### src/rtl/afe_cfg_defines.svh
// Register offsets, field positions, reset values and timing figures of the slot A settings.
`ifndef AFE_CFG_DEFINES_SVH
`define AFE_CFG_DEFINES_SVH

`define ADDR_POLARITY_ORDER 8'h17
`define ADDR_WINDOW 8'h39
`define ADDR_FRONT_END_CTRL 8'h42
`define ADDR_CHANNEL_GAIN 8'h55

`define ORDER_MSB 3
`define WIN_LEN_MSB 15
`define WIN_LEN_LSB 11
`define WIN_START_MSB 10
`define INT_GAIN_MSB 9
`define INT_GAIN_LSB 8
`define INT_BUF_BIT 7
`define IND_EN_BIT 6
`define TIA_GAIN_MSB 1
`define CH2_GAIN_LSB 0
`define CH3_GAIN_LSB 2
`define CH4_GAIN_LSB 4
`define CH_GAIN_MSB 5

`define RESET_ORDER 4'h0
`define RESET_WINDOW 16'h22fc
`define RESET_FRONT_END_CTRL 16'h1c38
`define RESET_CHANNEL_GAIN 6'h00

`define WIN_LEN_UNIT_NS 1000
`define WIN_START_UNIT_PS 31250
`define CLOCK_PERIOD_PS 25000
`define WIN_LEN_UNIT_CYCLES ((`WIN_LEN_UNIT_NS * 1000) / `CLOCK_PERIOD_PS)

`endif

### src/rtl/afe_cfg_pkg.sv
// Types shared by the slot A front end configuration logic.
package afe_cfg_pkg;
  typedef enum logic [1:0] {TIA_200K, TIA_100K, TIA_50K, TIA_25K} tia_gain_t;
  typedef enum logic [1:0] {RINT_400K, RINT_200K, RINT_100K, RINT_UNUSED} int_res_t;
  typedef enum logic {SEQ_NORMAL, SEQ_REVERSED} pulse_seq_t;
endpackage : afe_cfg_pkg

### src/rtl/slot_a_afe_config_regs.sv
// Slot A front end configuration registers and the settings they drive.
`timescale 1ns/1ps
`include "afe_cfg_defines.svh"

module slot_a_afe_config_regs
  import afe_cfg_pkg::*;
(
  input wire logic CLOCK_IN,
  input wire logic RST_IN,
  input wire logic [7:0] REG_ADDR_IN,
  input wire logic REG_WR_IN,
  input wire logic [15:0] REG_WDATA_IN,
  output logic [15:0] REG_RDATA_OUT,
  input wire logic SLOT_START_IN,
  input wire logic PULSE_IN,
  output pulse_seq_t PULSE_SEQ_OUT,
  output logic [1:0] PULSE_INDEX_OUT,
  output logic [4:0] WINDOW_LENGTH_OUT,
  output logic [10:0] WINDOW_START_OUT,
  output logic [15:0] WINDOW_LENGTH_CYCLES_OUT,
  output logic INTEGRATOR_AS_BUFFER_OUT,
  output int_res_t INTEGRATOR_RES_OUT,
  output logic BUFFER_GAIN_REDUCED_OUT,
  output tia_gain_t CH1_GAIN_OUT,
  output tia_gain_t CH2_GAIN_OUT,
  output tia_gain_t CH3_GAIN_OUT,
  output tia_gain_t CH4_GAIN_OUT
);

  // Picks a channel gain: its own field when individual gains are on, else the common field.
  function automatic tia_gain_t pick_gain(input logic ind_en, input logic [1:0] own,
                                          input logic [1:0] common);
    pick_gain = tia_gain_t'(ind_en ? own : common);
  endfunction : pick_gain

  logic [3:0] slot_a_pulse_polarity_bits;
  logic [15:0] window_reg;
  logic [15:0] front_end_ctrl;
  logic [5:0] channel_gain;
  logic [1:0] pulse_index;

  // Write decode for each register.
  wire wr_order = REG_WR_IN && (REG_ADDR_IN == `ADDR_POLARITY_ORDER);
  wire wr_window = REG_WR_IN && (REG_ADDR_IN == `ADDR_WINDOW);
  wire wr_ctrl = REG_WR_IN && (REG_ADDR_IN == `ADDR_FRONT_END_CTRL);
  wire wr_gain = REG_WR_IN && (REG_ADDR_IN == `ADDR_CHANNEL_GAIN);

  // Named fields of the stored registers.
  wire [4:0] slot_a_window_length = window_reg[`WIN_LEN_MSB:`WIN_LEN_LSB];
  wire [10:0] slot_a_window_start = window_reg[`WIN_START_MSB:0];
  wire [1:0] slot_a_integrator_gain_sel = front_end_ctrl[`INT_GAIN_MSB:`INT_GAIN_LSB];
  wire slot_a_integrator_buffer_sel = front_end_ctrl[`INT_BUF_BIT];
  wire slot_a_individual_gain_enable = front_end_ctrl[`IND_EN_BIT];
  wire [1:0] slot_a_common_gain = front_end_ctrl[`TIA_GAIN_MSB:0];
  wire [1:0] slot_a_ch2_transimpedance_gain = channel_gain[`CH2_GAIN_LSB+1:`CH2_GAIN_LSB];
  wire [1:0] slot_a_ch3_transimpedance_gain = channel_gain[`CH3_GAIN_LSB+1:`CH3_GAIN_LSB];
  wire [1:0] slot_a_ch4_gain = channel_gain[`CH4_GAIN_LSB+1:`CH4_GAIN_LSB];

  // Read multiplexer; unmapped addresses and the bits above the order and gain fields read as zero.
  wire [15:0] next_rdata =
    (REG_ADDR_IN == `ADDR_POLARITY_ORDER) ? {12'h000, slot_a_pulse_polarity_bits} :
    (REG_ADDR_IN == `ADDR_WINDOW) ? window_reg :
    (REG_ADDR_IN == `ADDR_FRONT_END_CTRL) ? front_end_ctrl :
    (REG_ADDR_IN == `ADDR_CHANNEL_GAIN) ? {10'h000, channel_gain} : 16'h0000;

  // Polarity of the current pulse taken from its order bit.
  wire next_seq_bit = slot_a_pulse_polarity_bits[pulse_index];
  // Integrator resistor in normal mode, buffer gain flag in buffer mode.
  wire next_as_buffer = slot_a_integrator_buffer_sel;
  wire next_reduced = next_as_buffer && (slot_a_integrator_gain_sel == 2'h2);
  wire [1:0] next_res = next_as_buffer ? 2'h3 : slot_a_integrator_gain_sel;
  wire [15:0] next_len_cycles = 16'(slot_a_window_length * `WIN_LEN_UNIT_CYCLES);

  // Register storage, written by the host and restored on reset.
  always_ff @(posedge CLOCK_IN) begin
    if (RST_IN) begin
      slot_a_pulse_polarity_bits <= `RESET_ORDER;
      window_reg <= `RESET_WINDOW;
      front_end_ctrl <= `RESET_FRONT_END_CTRL;
      channel_gain <= `RESET_CHANNEL_GAIN;
    end else begin
      if (wr_order) slot_a_pulse_polarity_bits <= REG_WDATA_IN[`ORDER_MSB:0];
      if (wr_window) window_reg <= REG_WDATA_IN;
      if (wr_ctrl) front_end_ctrl <= REG_WDATA_IN;
      if (wr_gain) channel_gain <= REG_WDATA_IN[`CH_GAIN_MSB:0];
    end
  end

  // Pulse counter that wraps after the fourth pulse and restarts with each slot.
  always_ff @(posedge CLOCK_IN) begin
    if (RST_IN || SLOT_START_IN) begin
      pulse_index <= 2'h0;
    end else if (PULSE_IN) begin
      pulse_index <= pulse_index + 2'h1;
    end
  end

  // Registered outputs toward the analog settings and the host read port.
  always_ff @(posedge CLOCK_IN) begin
    if (RST_IN) begin
      REG_RDATA_OUT <= 16'h0000;
      PULSE_SEQ_OUT <= SEQ_NORMAL;
      PULSE_INDEX_OUT <= 2'h0;
      WINDOW_LENGTH_OUT <= 5'h00;
      WINDOW_START_OUT <= 11'h000;
      WINDOW_LENGTH_CYCLES_OUT <= 16'h0000;
      INTEGRATOR_AS_BUFFER_OUT <= 1'b0;
      INTEGRATOR_RES_OUT <= RINT_400K;
      BUFFER_GAIN_REDUCED_OUT <= 1'b0;
      CH1_GAIN_OUT <= TIA_200K;
      CH2_GAIN_OUT <= TIA_200K;
      CH3_GAIN_OUT <= TIA_200K;
      CH4_GAIN_OUT <= TIA_200K;
    end else begin
      REG_RDATA_OUT <= next_rdata;
      PULSE_SEQ_OUT <= pulse_seq_t'(next_seq_bit);
      PULSE_INDEX_OUT <= pulse_index;
      WINDOW_LENGTH_OUT <= slot_a_window_length;
      WINDOW_START_OUT <= slot_a_window_start;
      WINDOW_LENGTH_CYCLES_OUT <= next_len_cycles;
      INTEGRATOR_AS_BUFFER_OUT <= next_as_buffer;
      INTEGRATOR_RES_OUT <= int_res_t'(next_res);
      BUFFER_GAIN_REDUCED_OUT <= next_reduced;
      CH1_GAIN_OUT <= tia_gain_t'(slot_a_common_gain);
      CH2_GAIN_OUT <= pick_gain(slot_a_individual_gain_enable,
                                slot_a_ch2_transimpedance_gain, slot_a_common_gain);
      CH3_GAIN_OUT <= pick_gain(slot_a_individual_gain_enable,
                                slot_a_ch3_transimpedance_gain, slot_a_common_gain);
      CH4_GAIN_OUT <= pick_gain(slot_a_individual_gain_enable, slot_a_ch4_gain,
                                slot_a_common_gain);
    end
  end
endmodule : slot_a_afe_config_regs

### config.mk
export PLATFORM = sky130hd
export DESIGN_NAME = slot_a_afe_config_regs
export DESIGN_NICKNAME = d
export VERILOG_FILES = /design/src/rtl/afe_cfg_pkg.sv /design/src/rtl/slot_a_afe_config_regs.sv
export VERILOG_INCLUDE_DIRS = /design/src /design/src/rtl
export SDC_FILE = /design/constraint.sdc
export NUM_CORES = 1
export LEC_CHECK = 0
export BUFFER_PORTS_ARGS = -buffer_cell sky130_fd_sc_hd__buf_2
export CAP_MARGIN = 5
export CORE_MARGIN = 2
export CORE_UTILIZATION = 55
export CTS_CLUSTER_SIZE = 14
export DETAILED_ROUTE_END_ITERATION = 7
export GPL_TIMING_DRIVEN = 0
export PLACE_DENSITY_LB_ADDON = 0.2
export RECOVER_POWER = 25
export SLEW_MARGIN = 20
export SYNTH_ARGS = -nofsm -noshare
export SYNTH_HDL_FRONTEND = slang
export SYNTH_SLANG_ARGS = --single-unit
### constraint.sdc
create_clock -name CLOCK_IN -period 2.8 [get_ports CLOCK_IN]
set_input_delay 0.56 -clock CLOCK_IN [delete_from_list [all_inputs] [get_ports CLOCK_IN]]
set_output_delay 0.56 -clock CLOCK_IN [all_outputs]
set_load 0.01 [all_outputs]
==> results.cfg <==
[outcome]
status = finished, final reports clean

[route]
vias = 3063
ant_nets = 0
post_drt_wl_per_cell_um = 15.4
drtIter0Drc = 216
drc = 0
wl_um = 8550
drt-pass1-iter-count = 5
viasPerCell = 5.50

[placed_design]
gp_congestion = 0.831
dp_hpwl_um = 6100
dpl_worst_slack_ns = 0.697
io_buffers = 82
placed_cells = 542

[timing]
fin_crit_ns = 1.78
setup_viol = 0
fin_hold_ws_ns = 0.365
fin_crit_sh_pct = 63.5
rsz0062_at_grt = no
skew_ns = 0.00523
finalSetupTns_ns = 0
fmax_ghz = 0.563
layout_setup_ws_ns = 1.02
slew_violations = 0
hold_viol = 0
max_slew_margin_pct = 56.5
worstMarginPinSlew_ns = 0.652

[critical_path]
end_kind = register
r2r_start = window_reg[15]$_SDFFE_PP0P_
worstPathMaxFanout = 10
start_kind = primary input
path_class = in2reg
r2r_cells = 6
critPathRequiredTime_ns = 3.02
rr_endpoint = WINDOW_LENGTH_CYCLES_OUT[9]$_SDFF_PP0_
worst-r2r-setup-slack_ns = 1.07
arrival_ns = 2.00

[layout]
drive_gt1_share_pct = 21.0
n_antenna_cell = 0
stdcell_count = 557
syn2layout_area_growth_pct = 19.4
fin_nets = 512

[floorplanning]
io_pins = 92
die_x_um = 85.6
die_h_um = 85.6
dieArea_mm2 = 0.00732
initial_core_util_pct = 57.3
core_mm2 = 0.00639
num_rows = 29

[clock_network]
cts_hold_buf = 0
post_cts_buffers = 0
numClockSinks = 97
cts_buffer_depth = 2
ctsResizeCount = 0
cts_buffers = 9
cts.reportedPaths.clkPinSlew_ns = 0.09
cts_tree = done
clk_latency_ns = 0.36
cts_root_buffer = clkbuf_8
h-tree-depth = 3

[synthesis]
synth-seq-cells = 97
syn_area_mm2 = 0.00366
postSynthAreaPerCell_um2 = 9.73
yosysSeqAreaShare_pct = 53.1
synthCells = 376
synth_warnings = 0
yosysUniqueCellTypes = 39
synthFlopType = dfxtp_1
ys_async_sr_fraction_pct = 0
synth-edff-count = 0

[worst_hold_path]
whs_path_depth = 2
hold_end = pulse_index[0]$_SDFFE_PP0P_
hp-class = in2reg
min-delay-start = SLOT_START_IN

[power_and_ir_drop]
intPower_mw = 1.94
power_density_mw_per_mm2 = 574
irDropWorstVdd_mv = 0.339
switching_share_pct = 22.7
p_sw_uw = 569
seqPwrFrac_pct = 55.6
pwr-share-comb_pct = 5.0
clock_power_share_pct = 39.4
p_leak_nw = 1.82

[grt]
grt_pass1_vias = 2897
grt_max_degree = 17
grt.total_usage_pct = 24.5
grt.overflow.total = 0
grt_pass1_wl_um = 13900
antenna_found_initial = 0

[job]
maxCapViolCount = 0
-- cells in the mapped netlist, types with 3 or more instances --
master    count  area (um2)
a211oi_2      4        50.1
a21oi_1      32         160
a22oi_1      12        90.1
and2_1        4        25.0
buf_2         3        15.0
buf_4        12        90.1
buf_6         3        33.8
clkbuf_1     11        41.3
clkbuf_4      3        22.5
dfxtp_1      97        1940
ha_1          6        75.1
mux2i_1       4        40.0
nand2_1      45         169
nand2b_1      3        18.8
nand3_1      42         210
nand3b_1     14         105
nor2_1       22        82.6
nor2b_1      27         169
o22ai_1       4        25.0
-- power by group through the flow --
stage	registers [mW]	clock network, mW	logic, mW
2_1_floorplan	1.43	0	0.0615
3_3_place_gp	1.43	0	0.124
3_5_place_dp	1.43	0	0.127
4_1_cts	1.39	0.990	0.127
5_1_grt	1.40	1.05	0.137
6_report	1.39	0.989	0.126
-- worst max-delay path, stage by stage --
cell and delay, ns:
clkbuf_1 0.25, clkbuf_1 0.48, buf_1 0.57, nor2_1 0.14
-- area by class of cell --
| cell class | count | area, um2 |
|---|---|---|
| tap | 77 | 96.3 |
| sequential | 97 | 1940 |
| buffer | 36 | 250 |
| clock buffer | 9 | 124 |
| fill | 547 | 2020 |
| multi-input combinational | 250 | 1490 |
| clock inverter | 6 | 90.1 |
| timing repair buffer | 82 | 372 |
-- routing by layer --
layer	global-route usage, %	up-vias	wire [um]
met5	0	-	0
met4	12.3	0	273
met3	4.14	23	647
met2	41.4	141	4020
met1	30.4	1431	3610
li1	-	1468	-
-- stage by stage --
step / cell area (um2) / power, mW / utilization (%)
floorplan: 3680 / 1.49 / -
global placement: 4190 / 1.55 / 65.6
detailed placement: 4190 / 1.55 / 65.6
CTS: 4410 / 2.51 / 69.0
global route: 4370 / 2.58 / 68.4
finish: 4370 / 2.51 / 68.4
-- worst max path at each step --
| stage | startpoint | endpoint | cells after the start |
|---|---|---|---|
| after detailed placement | REG_ADDR_IN[2] | front_end_ctrl[12]$_SDFFE_PP1P_ | 6 |
| after global routing | REG_ADDR_IN[2] | front_end_ctrl[14]$_SDFFE_PP0P_ | 6 |
| after global placement | REG_ADDR_IN[2] | front_end_ctrl[14]$_SDFFE_PP0P_ | 6 |
| final | RST_IN | slot_a_pulse_polarity_bits[1]$_SDFFE_PP0P_ | 4 |
| after CTS | window_reg[15]$_SDFFE_PP0P_ | WINDOW_LENGTH_CYCLES_OUT[9]$_SDFF_PP0_ | 6 |
| after floorplan | REG_ADDR_IN[6] | REG_RDATA_OUT[4]$_SDFF_PP0_ | 5 |
-- cells in the final DEF, fill, tap and decap left out, drive strengths merged, types with 5 or more instances in the layout --
master,Yosys,routed
nor2,22,22
nor2b,27,27
ha,6,6
nand3,42,42
a22oi,14,14
clkbuf,14,54
dfxtp,97,97
nand3b,14,14
conb,1,8
buf,22,73
and2,5,5
nand2,45,45
a21oi,32,32
-- cell families (layout without fill, tap and decap cells) --
logic type / after synthesis / after routing / share of synthesized area [%]
muxes: 5 / 5 / 1.71
and+or+nand+nor: 169 / 169 / 24.4
adders and majority gates: 7 / 7 / 2.60
DFF: 97 / 97 / 53.1
other: 1 / 8 / 0.103
xor gates and xnor gates: 4 / 4 / 0.958
buffers and inverters: 36 / 133 / 6.84
AOI/OAI and AO/OA: 57 / 57 / 10.3
No activity file was read; power rests on OpenSTA's default activity.
